File: src/core/ifs_pkg.sv
// shared constants for the i2c status-flag block
package ifs_pkg;

    // register byte offsets on the AXI4-Lite slave
    localparam int unsigned ADDR_W             = 8;
    localparam logic [7:0]  OFFS_CONTROL       = 8'h00;
    localparam logic [7:0]  OFFS_MASK          = 8'h04;
    localparam logic [7:0]  OFFS_STATUS        = 8'h08;

    // interrupt_status / mask field positions
    localparam int unsigned STAT_BUS_BUSY      = 12;
    localparam int unsigned STAT_NACK_SENT     = 13;
    localparam int unsigned STAT_SLAVE_TX_DIR  = 14;
    localparam logic [31:0] STAT_IMPL_MASK     = 32'h0000_7000;
    localparam int unsigned STAT_LANE          = 1;

    // control register field positions and reset values
    localparam int unsigned CTRL_RESET_RELEASE = 0;
    localparam int unsigned CTRL_LOOPBACK      = 1;
    localparam int unsigned CTRL_LANE          = 0;
    localparam logic        CTRL_RELEASE_RST   = 1'b0;
    localparam logic        CTRL_LOOPBACK_RST  = 1'b0;
    localparam logic [2:0]  MASK_RST           = 3'h0;

    // index of each flag inside the flag bank
    localparam int unsigned FLAG_COUNT         = 3;
    localparam int unsigned FLAG_BB            = 0;
    localparam int unsigned FLAG_NACK          = 1;
    localparam int unsigned FLAG_SLAVE_TRANSMIT_DIRECTION_FLAG          = 2;

    // AXI response codes
    localparam logic [1:0]  RESP_OKAY          = 2'h0;
    localparam logic [1:0]  RESP_SLVERR        = 2'h2;

    // idle level of the bus pins after reset
    localparam logic        PIN_IDLE           = 1'b1;

endpackage

File: src/core/ifs_status_top.sv
// i2c status flags with AXI4-Lite register access and interrupt output
//
// Function
// - Status bits 31..15 read as zero; writes to them do nothing.
// - Direction flag held at zero while internal loopback mode is selected.
// - Direction flag is one only as addressed slave transmitter.
// - Direction flag clears on any bus START or STOP condition.
// - Writing one to the direction flag clears it.
// - NACK-sent flag sets after device drives NACK in receive ack cycle.
// - Writing one to the NACK-sent flag clears it.
// - NACK-sent flag clears while module reset or processor reset holds.
// - Bus-busy flag reports whether the bus is occupied or free.
// - Bus-busy flag clears on a detected or generated STOP.
// - Bus-busy flag sets on a detected or generated START.
// - Writing one to the bus-busy flag clears it.
// - Writing zero to any write-one-to-clear flag leaves it unchanged.
`timescale 1ns/1ps
`default_nettype none

module ifs_status_top #(
    // byte address width of the register bus
    parameter int unsigned ADDR_W = ifs_pkg::ADDR_W
) (
    // clock and reset
    input  wire logic              clk,
    input  wire logic              reset_n,

    // AXI4-Lite write address
    input  wire logic [ADDR_W-1:0] s_axi_awaddr,
    input  wire logic [2:0]        s_axi_awprot,
    input  wire logic              s_axi_awvalid,
    output logic                   s_axi_awready,

    // AXI4-Lite write data
    input  wire logic [31:0]       s_axi_wdata,
    input  wire logic [3:0]        s_axi_wstrb,
    input  wire logic              s_axi_wvalid,
    output logic                   s_axi_wready,

    // AXI4-Lite write response
    output logic [1:0]             s_axi_bresp,
    output logic                   s_axi_bvalid,
    input  wire logic              s_axi_bready,

    // AXI4-Lite read address
    input  wire logic [ADDR_W-1:0] s_axi_araddr,
    input  wire logic [2:0]        s_axi_arprot,
    input  wire logic              s_axi_arvalid,
    output logic                   s_axi_arready,

    // AXI4-Lite read data
    output logic [31:0]            s_axi_rdata,
    output logic [1:0]             s_axi_rresp,
    output logic                   s_axi_rvalid,
    input  wire logic              s_axi_rready,

    // i2c bus pins as seen by the input buffers
    input  wire logic              sclPin,
    input  wire logic              sdaPin,

    // events from the controller core on the same clock
    input  wire logic              masterMode,
    input  wire logic              slaveTxAddressed,
    input  wire logic              nackDriven,
    input  wire logic              startGenerated,
    input  wire logic              stopGenerated,

    // outputs
    output logic                   irq,
    output logic                   moduleResetRelease,
    output logic                   internalLoopbackMode,
    output logic                   busBusyFlag,
    output logic                   nackSentFlag,
    output logic                   slaveTransmitDirectionFlag
);

    typedef struct packed {
        // write channel capture
        logic              awHeld;
        logic [ADDR_W-1:0] awAddr;
        logic              wHeld;
        logic [31:0]       wData;
        logic [3:0]        wStrb;
        logic              awReady;
        logic              wReady;
        logic              bValid;
        logic [1:0]        bResp;

        // read channel
        logic              arReady;
        logic              rValid;
        logic [31:0]       rData;
        logic [1:0]        rResp;

        // software-visible control
        logic              resetRelease;
        logic              loopback;
        logic [2:0]        mask;
        logic              irq;
    } ifs_top_state_type;

    localparam ifs_top_state_type TOP_RST = '{
        // write channel idle, ready to capture
        awHeld:       1'b0,
        awAddr:       '0,
        wHeld:        1'b0,
        wData:        '0,
        wStrb:        '0,
        awReady:      1'b1,
        wReady:       1'b1,
        bValid:       1'b0,
        bResp:        ifs_pkg::RESP_OKAY,
        // read channel idle
        arReady:      1'b1,
        rValid:       1'b0,
        rData:        '0,
        rResp:        ifs_pkg::RESP_OKAY,
        // module held in reset, loopback off, all masked
        resetRelease: ifs_pkg::CTRL_RELEASE_RST,
        loopback:     ifs_pkg::CTRL_LOOPBACK_RST,
        mask:         ifs_pkg::MASK_RST,
        irq:          1'b0
    };

    ifs_top_state_type state_q;
    ifs_top_state_type state_d;

    // bus condition detection
    logic startSeen;
    logic stopSeen;
    logic busStart;
    logic busStop;

    ifs_bus_monitor u_monitor (
        .clk       (clk),
        .reset_n   (reset_n),
        .sclPin    (sclPin),
        .sdaPin    (sdaPin),
        .startSeen (startSeen),
        .stopSeen  (stopSeen),
        .sclHigh   ()
    );

    // a condition counts whether seen on the pins or made here
    assign busStart = startSeen || startGenerated;
    assign busStop  = stopSeen || stopGenerated;

    // flag bank control
    logic [ifs_pkg::FLAG_COUNT-1:0] flagSet;
    logic [ifs_pkg::FLAG_COUNT-1:0] flagClr;
    logic [ifs_pkg::FLAG_COUNT-1:0] flagHold;
    logic [ifs_pkg::FLAG_COUNT-1:0] flags;

    ifs_flag_bank #(
        .N (ifs_pkg::FLAG_COUNT)
    ) u_flags (
        .clk     (clk),
        .reset_n (reset_n),
        .setEvt  (flagSet),
        .clrEvt  (flagClr),
        .holdClr (flagHold),
        .flags   (flags)
    );

    // write decode, shared by the register update and the w1c pulses
    logic        writeCommit;
    logic        writeCtrl;
    logic        writeMask;
    logic        writeStatus;
    logic        writeMapped;

    // clear pulses and the word a status read returns
    logic [31:0] w1cBits;
    logic [31:0] statusWord;

    always_comb begin
        writeCommit = state_q.awHeld && state_q.wHeld && !state_q.bValid;
        writeCtrl   = writeCommit && (state_q.awAddr == ifs_pkg::OFFS_CONTROL);
        writeMask   = writeCommit && (state_q.awAddr == ifs_pkg::OFFS_MASK);
        writeStatus = writeCommit && (state_q.awAddr == ifs_pkg::OFFS_STATUS);
        writeMapped = writeCtrl || writeMask || writeStatus;

        // only ones on implemented bits clear; zeros and upper bits ignored
        w1cBits     = '0;
        if (writeStatus && state_q.wStrb[ifs_pkg::STAT_LANE]) begin
            w1cBits = state_q.wData & ifs_pkg::STAT_IMPL_MASK;
        end
    end

    // assemble the readable status word; upper bits stay zero
    always_comb begin
        statusWord = '0;
        statusWord[ifs_pkg::STAT_BUS_BUSY]     = flags[ifs_pkg::FLAG_BB];
        statusWord[ifs_pkg::STAT_NACK_SENT]    = flags[ifs_pkg::FLAG_NACK];
        statusWord[ifs_pkg::STAT_SLAVE_TX_DIR] = flags[ifs_pkg::FLAG_SLAVE_TRANSMIT_DIRECTION_FLAG];
    end

    // flags that are set and enabled in the mask
    logic [ifs_pkg::FLAG_COUNT-1:0] pendingFlags;

    always_comb begin
        pendingFlags = statusWord[ifs_pkg::STAT_SLAVE_TX_DIR:ifs_pkg::STAT_BUS_BUSY]
                       & state_q.mask;
    end

    // set, clear and hold terms of each flag
    always_comb begin
        // bus busy follows bus conditions seen or made by this device
        flagSet[ifs_pkg::FLAG_BB]   = busStart;
        flagClr[ifs_pkg::FLAG_BB]   = busStop
                                      || w1cBits[ifs_pkg::STAT_BUS_BUSY];
        flagHold[ifs_pkg::FLAG_BB]  = !state_q.resetRelease;

        // nack sent: core pulses only for a nack it drove as receiver
        flagSet[ifs_pkg::FLAG_NACK]  = nackDriven;
        flagClr[ifs_pkg::FLAG_NACK]  = w1cBits[ifs_pkg::STAT_NACK_SENT];
        flagHold[ifs_pkg::FLAG_NACK] = !state_q.resetRelease;

        // slave transmit direction
        flagSet[ifs_pkg::FLAG_SLAVE_TRANSMIT_DIRECTION_FLAG]  = slaveTxAddressed && !masterMode;
        flagClr[ifs_pkg::FLAG_SLAVE_TRANSMIT_DIRECTION_FLAG]  = busStart || busStop
                                       || masterMode
                                       || w1cBits[ifs_pkg::STAT_SLAVE_TX_DIR];
        flagHold[ifs_pkg::FLAG_SLAVE_TRANSMIT_DIRECTION_FLAG] = state_q.loopback
                                       || !state_q.resetRelease;
    end

    // bus slave, control registers and interrupt
    always_comb begin
        state_d = state_q;

        // capture write address and data in either order
        if (s_axi_awvalid && state_q.awReady) begin
            state_d.awHeld  = 1'b1;
            state_d.awAddr  = s_axi_awaddr;
            state_d.awReady = 1'b0;
        end

        // data half, taken independently of the address half
        if (s_axi_wvalid && state_q.wReady) begin
            state_d.wHeld  = 1'b1;
            state_d.wData  = s_axi_wdata;
            state_d.wStrb  = s_axi_wstrb;
            state_d.wReady = 1'b0;
        end

        // both halves present: update registers and answer
        if (writeCommit) begin
            state_d.awHeld = 1'b0;
            state_d.wHeld  = 1'b0;
            state_d.bValid = 1'b1;
            state_d.bResp  = writeMapped ? ifs_pkg::RESP_OKAY : ifs_pkg::RESP_SLVERR;

            // control bits live in byte lane zero
            if (writeCtrl && state_q.wStrb[ifs_pkg::CTRL_LANE]) begin
                state_d.resetRelease = state_q.wData[ifs_pkg::CTRL_RESET_RELEASE];
                state_d.loopback     = state_q.wData[ifs_pkg::CTRL_LOOPBACK];
            end

            // mask bits share the status layout in byte lane one
            if (writeMask && state_q.wStrb[ifs_pkg::STAT_LANE]) begin
                state_d.mask = state_q.wData[ifs_pkg::STAT_SLAVE_TX_DIR:
                                             ifs_pkg::STAT_BUS_BUSY];
            end
        end

        // response taken: reopen both capture channels
        if (state_q.bValid && s_axi_bready) begin
            state_d.bValid  = 1'b0;
            state_d.awReady = 1'b1;
            state_d.wReady  = 1'b1;
        end

        // read: one outstanding, data sampled at acceptance
        if (s_axi_arvalid && state_q.arReady) begin
            state_d.arReady = 1'b0;
            state_d.rValid  = 1'b1;
            state_d.rResp   = ifs_pkg::RESP_OKAY;
            state_d.rData   = '0;

            unique case (s_axi_araddr)
                // reset release and loopback bits
                ifs_pkg::OFFS_CONTROL: begin
                    state_d.rData[ifs_pkg::CTRL_RESET_RELEASE] = state_q.resetRelease;
                    state_d.rData[ifs_pkg::CTRL_LOOPBACK]      = state_q.loopback;
                end
                // enables in the status layout
                ifs_pkg::OFFS_MASK: begin
                    state_d.rData[ifs_pkg::STAT_SLAVE_TX_DIR:
                                  ifs_pkg::STAT_BUS_BUSY] = state_q.mask;
                end
                // flags, reserved bits zero
                ifs_pkg::OFFS_STATUS: begin
                    state_d.rData = statusWord;
                end
                // unmapped: zero data, error response
                default: begin
                    state_d.rResp = ifs_pkg::RESP_SLVERR;
                end
            endcase
        end

        // read data taken: reopen the address channel
        if (state_q.rValid && s_axi_rready) begin
            state_d.rValid  = 1'b0;
            state_d.arReady = 1'b1;
        end

        // level interrupt from any unmasked flag
        state_d.irq = |pendingFlags;
    end

    // one register stage for all top-level state
    always_ff @(posedge clk) begin
        if (!reset_n) begin
            state_q <= TOP_RST;
        end else begin
            state_q <= state_d;
        end
    end

    // all outputs straight from flip-flops
    assign s_axi_awready              = state_q.awReady;
    assign s_axi_wready               = state_q.wReady;
    assign s_axi_bvalid               = state_q.bValid;
    assign s_axi_bresp                = state_q.bResp;

    // read channel handshake and data
    assign s_axi_arready              = state_q.arReady;
    assign s_axi_rvalid               = state_q.rValid;
    assign s_axi_rdata                = state_q.rData;
    assign s_axi_rresp                = state_q.rResp;

    // interrupt and control bits
    assign irq                        = state_q.irq;
    assign moduleResetRelease         = state_q.resetRelease;
    assign internalLoopbackMode       = state_q.loopback;

    // flag copies, each a flip-flop in the flag bank
    assign busBusyFlag                = flags[ifs_pkg::FLAG_BB];
    assign nackSentFlag               = flags[ifs_pkg::FLAG_NACK];
    assign slaveTransmitDirectionFlag = flags[ifs_pkg::FLAG_SLAVE_TRANSMIT_DIRECTION_FLAG];

endmodule

`default_nettype wire

File: src/core/ifs_bus_monitor.sv
// pin synchronisers and START/STOP detection on the sampled bus
`timescale 1ns/1ps
`default_nettype none

module ifs_bus_monitor (
    input  wire logic clk,
    input  wire logic reset_n,
    input  wire logic sclPin,
    input  wire logic sdaPin,
    output logic      startSeen,
    output logic      stopSeen,
    output logic      sclHigh
);

    typedef struct packed {
        logic sclMeta;
        logic sdaMeta;
        logic sclSync;
        logic sdaSync;
        logic sclPrev;
        logic sdaPrev;
        logic start;
        logic stop;
    } ifs_mon_state_type;

    localparam ifs_mon_state_type MON_RST = '{
        sclMeta: ifs_pkg::PIN_IDLE, sdaMeta: ifs_pkg::PIN_IDLE,
        sclSync: ifs_pkg::PIN_IDLE, sdaSync: ifs_pkg::PIN_IDLE,
        sclPrev: ifs_pkg::PIN_IDLE, sdaPrev: ifs_pkg::PIN_IDLE,
        start: 1'b0, stop: 1'b0};

    ifs_mon_state_type state_q;
    ifs_mon_state_type state_d;

    // two-stage sync, then edge detect on the second stage only
    always_comb begin
        state_d         = state_q;
        state_d.sclMeta = sclPin;
        state_d.sdaMeta = sdaPin;
        state_d.sclSync = state_q.sclMeta;
        state_d.sdaSync = state_q.sdaMeta;
        state_d.sclPrev = state_q.sclSync;
        state_d.sdaPrev = state_q.sdaSync;
        // sda falls while scl stays high
        state_d.start   = state_q.sclSync && state_q.sclPrev
                          && state_q.sdaPrev && !state_q.sdaSync;
        // sda rises while scl stays high
        state_d.stop    = state_q.sclSync && state_q.sclPrev
                          && !state_q.sdaPrev && state_q.sdaSync;
    end

    always_ff @(posedge clk) begin
        if (!reset_n) begin
            state_q <= MON_RST;
        end else begin
            state_q <= state_d;
        end
    end

    assign startSeen = state_q.start;
    assign stopSeen  = state_q.stop;
    assign sclHigh   = state_q.sclPrev;

endmodule

`default_nettype wire

File: src/core/ifs_flag_bank.sv
// bank of sticky status flags: set wins over clear, hold-clear wins over all
`timescale 1ns/1ps
`default_nettype none

module ifs_flag_bank #(
    parameter int unsigned N = 3
) (
    input  wire logic         clk,
    input  wire logic         reset_n,
    input  wire logic [N-1:0] setEvt,
    input  wire logic [N-1:0] clrEvt,
    input  wire logic [N-1:0] holdClr,
    output logic      [N-1:0] flags
);

    typedef struct packed {
        logic [N-1:0] flag;
    } ifs_flag_state_type;

    ifs_flag_state_type state_q;
    ifs_flag_state_type state_d;
    logic [N-1:0]       flagNext;

    // per-flag next value
    genvar i;
    generate
        for (i = 0; i < N; i++) begin : g_flag
            assign flagNext[i] = !holdClr[i]
                                 && (setEvt[i] || (state_q.flag[i] && !clrEvt[i]));
        end
    endgenerate

    always_comb begin
        state_d      = state_q;
        state_d.flag = flagNext;
    end

    always_ff @(posedge clk) begin
        if (!reset_n) begin
            state_q <= '0;
        end else begin
            state_q <= state_d;
        end
    end

    assign flags = state_q.flag;

endmodule

`default_nettype wire

File: config.mk
export PLATFORM = sky130hd
export DESIGN_NAME = ifs_status_top
export DESIGN_NICKNAME = d
export VERILOG_FILES = /design/src/core/ifs_pkg.sv /design/src/core/ifs_status_top.sv /design/src/core/ifs_bus_monitor.sv /design/src/core/ifs_flag_bank.sv
export SDC_FILE = /design/constraint.sdc
export NUM_CORES = 1
export LEC_CHECK = 0
export BUFFER_PORTS_ARGS = -buffer_cell sky130_fd_sc_hd__buf_2
export CAP_MARGIN = 20
export CORE_MARGIN = 1.5
export CORE_UTILIZATION = 40
export CTS_CLUSTER_SIZE = 30
export DETAILED_ROUTE_END_ITERATION = 8
export PLACE_DENSITY = 0.74
export SLEW_MARGIN = 40
export SYNTH_ARGS = -nofsm -noshare
export SYNTH_HDL_FRONTEND = slang
export SYNTH_SLANG_ARGS = --single-unit
File: constraint.sdc
create_clock -name clk -period 2.2 [get_ports clk]
set_input_delay 0.44 -clock clk [delete_from_list [all_inputs] [get_ports clk]]
set_output_delay 0.44 -clock clk [all_outputs]
set_load 0.005 [all_outputs]
==> metrics.md <==
| Metric | Value |
|---|---|
| Run status | finished clean |
| Internal Power | 0.00127 W |
| Post-synthesis instance area | 2040 um2 |
| Area growth, synth to finish | 13.9% |
| Proportion of power drawn by the clock network | 0.373 |
| Number of fillers in the final layout | 501 |
| Post-synthesis area per instance | 8.76 um2 |
| Number of warnings issued by yosys | 0 |
| Setup Viol. Count Final | 0 |
| Start point of the worst hold path | sclPin |
| Cell count of the worst hold path | 2 |
| Cell Count Post-Placement | 340 |
| Quantity of gates resized following cts | 0 |
| Number of routed nets with antenna violations | 0 |
| Initial DRT Pass Iterations | 4 |
| PwrDens | 711 nW/um2 |
| Initial antenna violation count | 0 |
| Count of pins on the block boundary | 119 |
| Clock tree root driver cell | clkbuf_8 |
| Number of pins exceeding their max-slew limit in the final report | 0 |
| Count of H-tree levels built during CTS | 2 |
| Leakage | 1.03 nW |
| Portion of total power attributed to combinational logic | 0.088 |
| Die area | 5540 um2 |
| Nets | 352 |
| Total number of placement rows | 25 |
| First-pass GRT wire length | 6110 um |
| Required @ worst endpoint | 2.44 ns |
| Final Hold Viols | 0 |
| Initial standard-cell utilization of the core | 0.424 |
| Via count of the first global-routing pass | 1,392 |
| Worst clock skew on the final layout | 0.00712 ns |
| All-Layer GR Usage | 0.144 |
| Capture instance of the worst register-to-register path | u_flags.flags[1]$_SDFF_PN0_ |
| Footprint of the flip-flops and latches | 921 um2 |
| Die extent in x | 74.5 um |
| # Max-Cap Violations | 0 |
| Setup TNS | 0 ns |
| Number of post-CTS setup repair buffers | 0 |
| Clk slew on worst S/H paths | 0.08 ns |
| Clock tree from TritonCTS | built |
| Final non-filler cell total | 348 |
| Post-route minimum period | 1.63 ns |
| Routability congestion estimate from global placement | 0.766 |
| Total of hold buffers inserted after clock tree synthesis | 0 |
| Latest clock arrival within the worst-skew pair | 0.29 ns |
| DRC violation count after routing | 0 |
| Launch point of the worst path | s_axi_araddr[4] |
| Detailed router's first-iteration violation count | 82 |
| Sinks on the clock net | 46 |
| Worst hold path type | in -> reg |
| Routed via count divided by cell count | 4.55 |
| Maximum VDD drop | 0.335 mV |
| Number of I/O port buffers | 54 |
| HPWL Detailed | 2820 um |
| Relative slew slack | 0.661 |
| Unrepaired setup endpoints after global routing | false |
| Routed via count | 1,584 |
| Total grt overflow | 0 |
| Switching Share | 0.232 |
| Number of synthesized register bits | 46 |
| CP max FO | 4 |
| Die height | 74.5 um |
| R2r worst-path depth | 4 |
| Number of diodes added for antenna fixing | 0 |
| Fraction of final layout cells with drive strength greater than 1 | 0.231 |
| Crit path capture type | flop |
| Sequential group share of total power | 0.539 |
| Core box area | 4820 um2 |
| Critical setup path kind | in -> reg |
| Routed WL | 3780 um |
| Sequential element share of the synthesized area | 0.451 |
| Pin count of the biggest net entering global routing | 19 |
| Cell area after layout | 2330 um2 |
| Minimum setup slack among reg-to-reg paths | 0.60 ns |
| Num CTS Buffers | 5 |
| Fraction of the cycle the final worst path needs | 0.743 |
| Count of distinct cell types in the synthesized netlist | 30 |
| Post-synthesis instance total | 233 |
| Transition at the pin with the smallest max-transition slack | 0.503 ns |
| Hold Path Sink | u_monitor.state_d[5]$_SDFF_PN1_ |
| Clock buffer depth | 2 |
| Source of the worst register-to-register timing path | state_q[84]$_SDFFE_PN0P_ |
| Data arrival at the endpoint of the critical path | 1.87 ns |
| DP Area | 2220 um2 |
| Timing-limited maximum frequency | 612 MHz |
| Routed WL per cell | 10.9 um |
| Startpoint kind of the worst setup timing path | input port |
| Area used by multi-input combinational logic | 911 um2 |
| Power dissipated by switching net loads | 0.000383 W |
## layer usage
| metal | GRT usage | wire length [um] | up-vias |
|---|---|---|---|
| met5 | 0 | 0 | - |
| met4 | 0.0545 | 34 | 0 |
| met3 | 0.0407 | 258 | 5 |
| met2 | 0.233 | 1710 | 66 |
| met1 | 0.182 | 1780 | 686 |
| li1 | - | - | 827 |
## how the worst max path moves through the flow
stage,to
2_1_floorplan,s_axi_rdata[12]$_SDFFE_PN0P_
3_3_place_gp,s_axi_rresp[1]$_SDFFE_PN0P_
3_5_place_dp,s_axi_rdata[13]$_SDFFE_PN0P_
4_1_cts,s_axi_rdata[13]$_SDFFE_PN0P_
5_1_grt,u_flags.flags[1]$_SDFF_PN0_
6_report,s_axi_rdata[13]$_SDFFE_PN0P_
## critical path: stages
cell	delay, ns
buf_2	0.10
or4_4	0.53
or4_4	0.53
o21ai_1	0.14
and2_1	0.14
## flip-flops by register name, summed over array words and instances (netlist names), 3 cells and up
register and cells:
state_q 20, u_monitor.state_d 4, s_axi_rdata 5, u_flags.flags 3
## area by class of cell
cell class,instances,share of cell area
Sequential cell,46,0.396
Multi-Input combinational cell,167,0.392
Clock buffer,6,0.0312
Inverter,4,0.00646
Tap cell,67,0.0360
Clock inverter,2,0.0161
Timing Repair Buffer,56,0.123
## cells in the mapped netlist
cell type,instances,area share
and3b_1,2,0.0086
a21oi_1,4,0.0098
nand2b_1,8,0.025
nand2_1,30,0.055
and2_1,4,0.012
nand4_1,2,0.0061
or4_4,2,0.011
mux2i_1,4,0.020
o21ai_0,5,0.012
a211oi_1,1,0.0037
nor3b_1,4,0.015
nor2b_1,6,0.018
nor3_1,1,0.0024
buf_4,36,0.13
nor2_1,7,0.013
o21ai_1,3,0.0074
clkbuf_1,8,0.015
a222oi_1,1,0.0049
a21boi_0,19,0.070
a22oi_1,3,0.011
nor4_1,2,0.0061
inv_1,4,0.0074
o211ai_1,1,0.0037
dfxtp_1,46,0.45
or4_1,1,0.0037
a31oi_1,4,0.012
conb_1,1,0.0018
nand3_1,21,0.051
a21o_1,1,0.0037
nand3b_1,2,0.0074
## power groups by stage
stage / sequential (W) / clock [W] / combinational, W
2_1_floorplan: 0.000901 / 0 / 0.000131
3_3_place_gp: 0.000910 / 0 / 0.000142
3_5_place_dp: 0.000911 / 0 / 0.000145
4_1_cts: 0.000891 / 0.000633 / 0.000146
5_1_grt: 0.000897 / 0.000664 / 0.000168
6_report: 0.000892 / 0.000616 / 0.000145
## stage by stage
step / worst slack, ns / power [W] / hold slack (ns) / utilization
finish: 0.566 / 0.00165 / 0.316 / 0.483
global route: 0.395 / 0.00173 / 0.316 / 0.483
detailed placement: 0.266 / 0.00106 / 0.393 / 0.460
floorplan: 0.447 / 0.00103 / 0.386 / -
global placement: 0.291 / 0.00105 / 0.390 / 0.460
CTS: 0.571 / 0.00167 / 0.309 / 0.483
## cell usage in the layout (no fill, tap or decap), types with 2 or more instances in the layout
cell type and count:
buf_2 54, dfxtp_1 46, nand2_1 30, conb_1 29, nand3_1 21, a21boi_0 19
nand2b_1 8, nor2_1 7, nor2b_1 6, o21ai_0 5, clkbuf_8 5, mux2i_1 4
nor3b_1 4, inv_1 4, a31oi_1 4, and2_1 4, a21oi_1 4, a22oi_1 3
o21ai_1 3, nor4_1 2, and3b_1 2, nand4_1 2, nand3b_1 2, or4_4 2
buf_4 2
## cell families after synthesis
logic type             count (synthesis)  share of synthesized area
and+or+nand+nor                       92                      0.235
buffers and inverters                 48                      0.154
DFF                                   46                      0.451
AOI/OAI and AO/OA                     42                      0.138
muxes                                  4                     0.0196
other                                  1                    0.00184
Power figures use the tool's default switching activity.
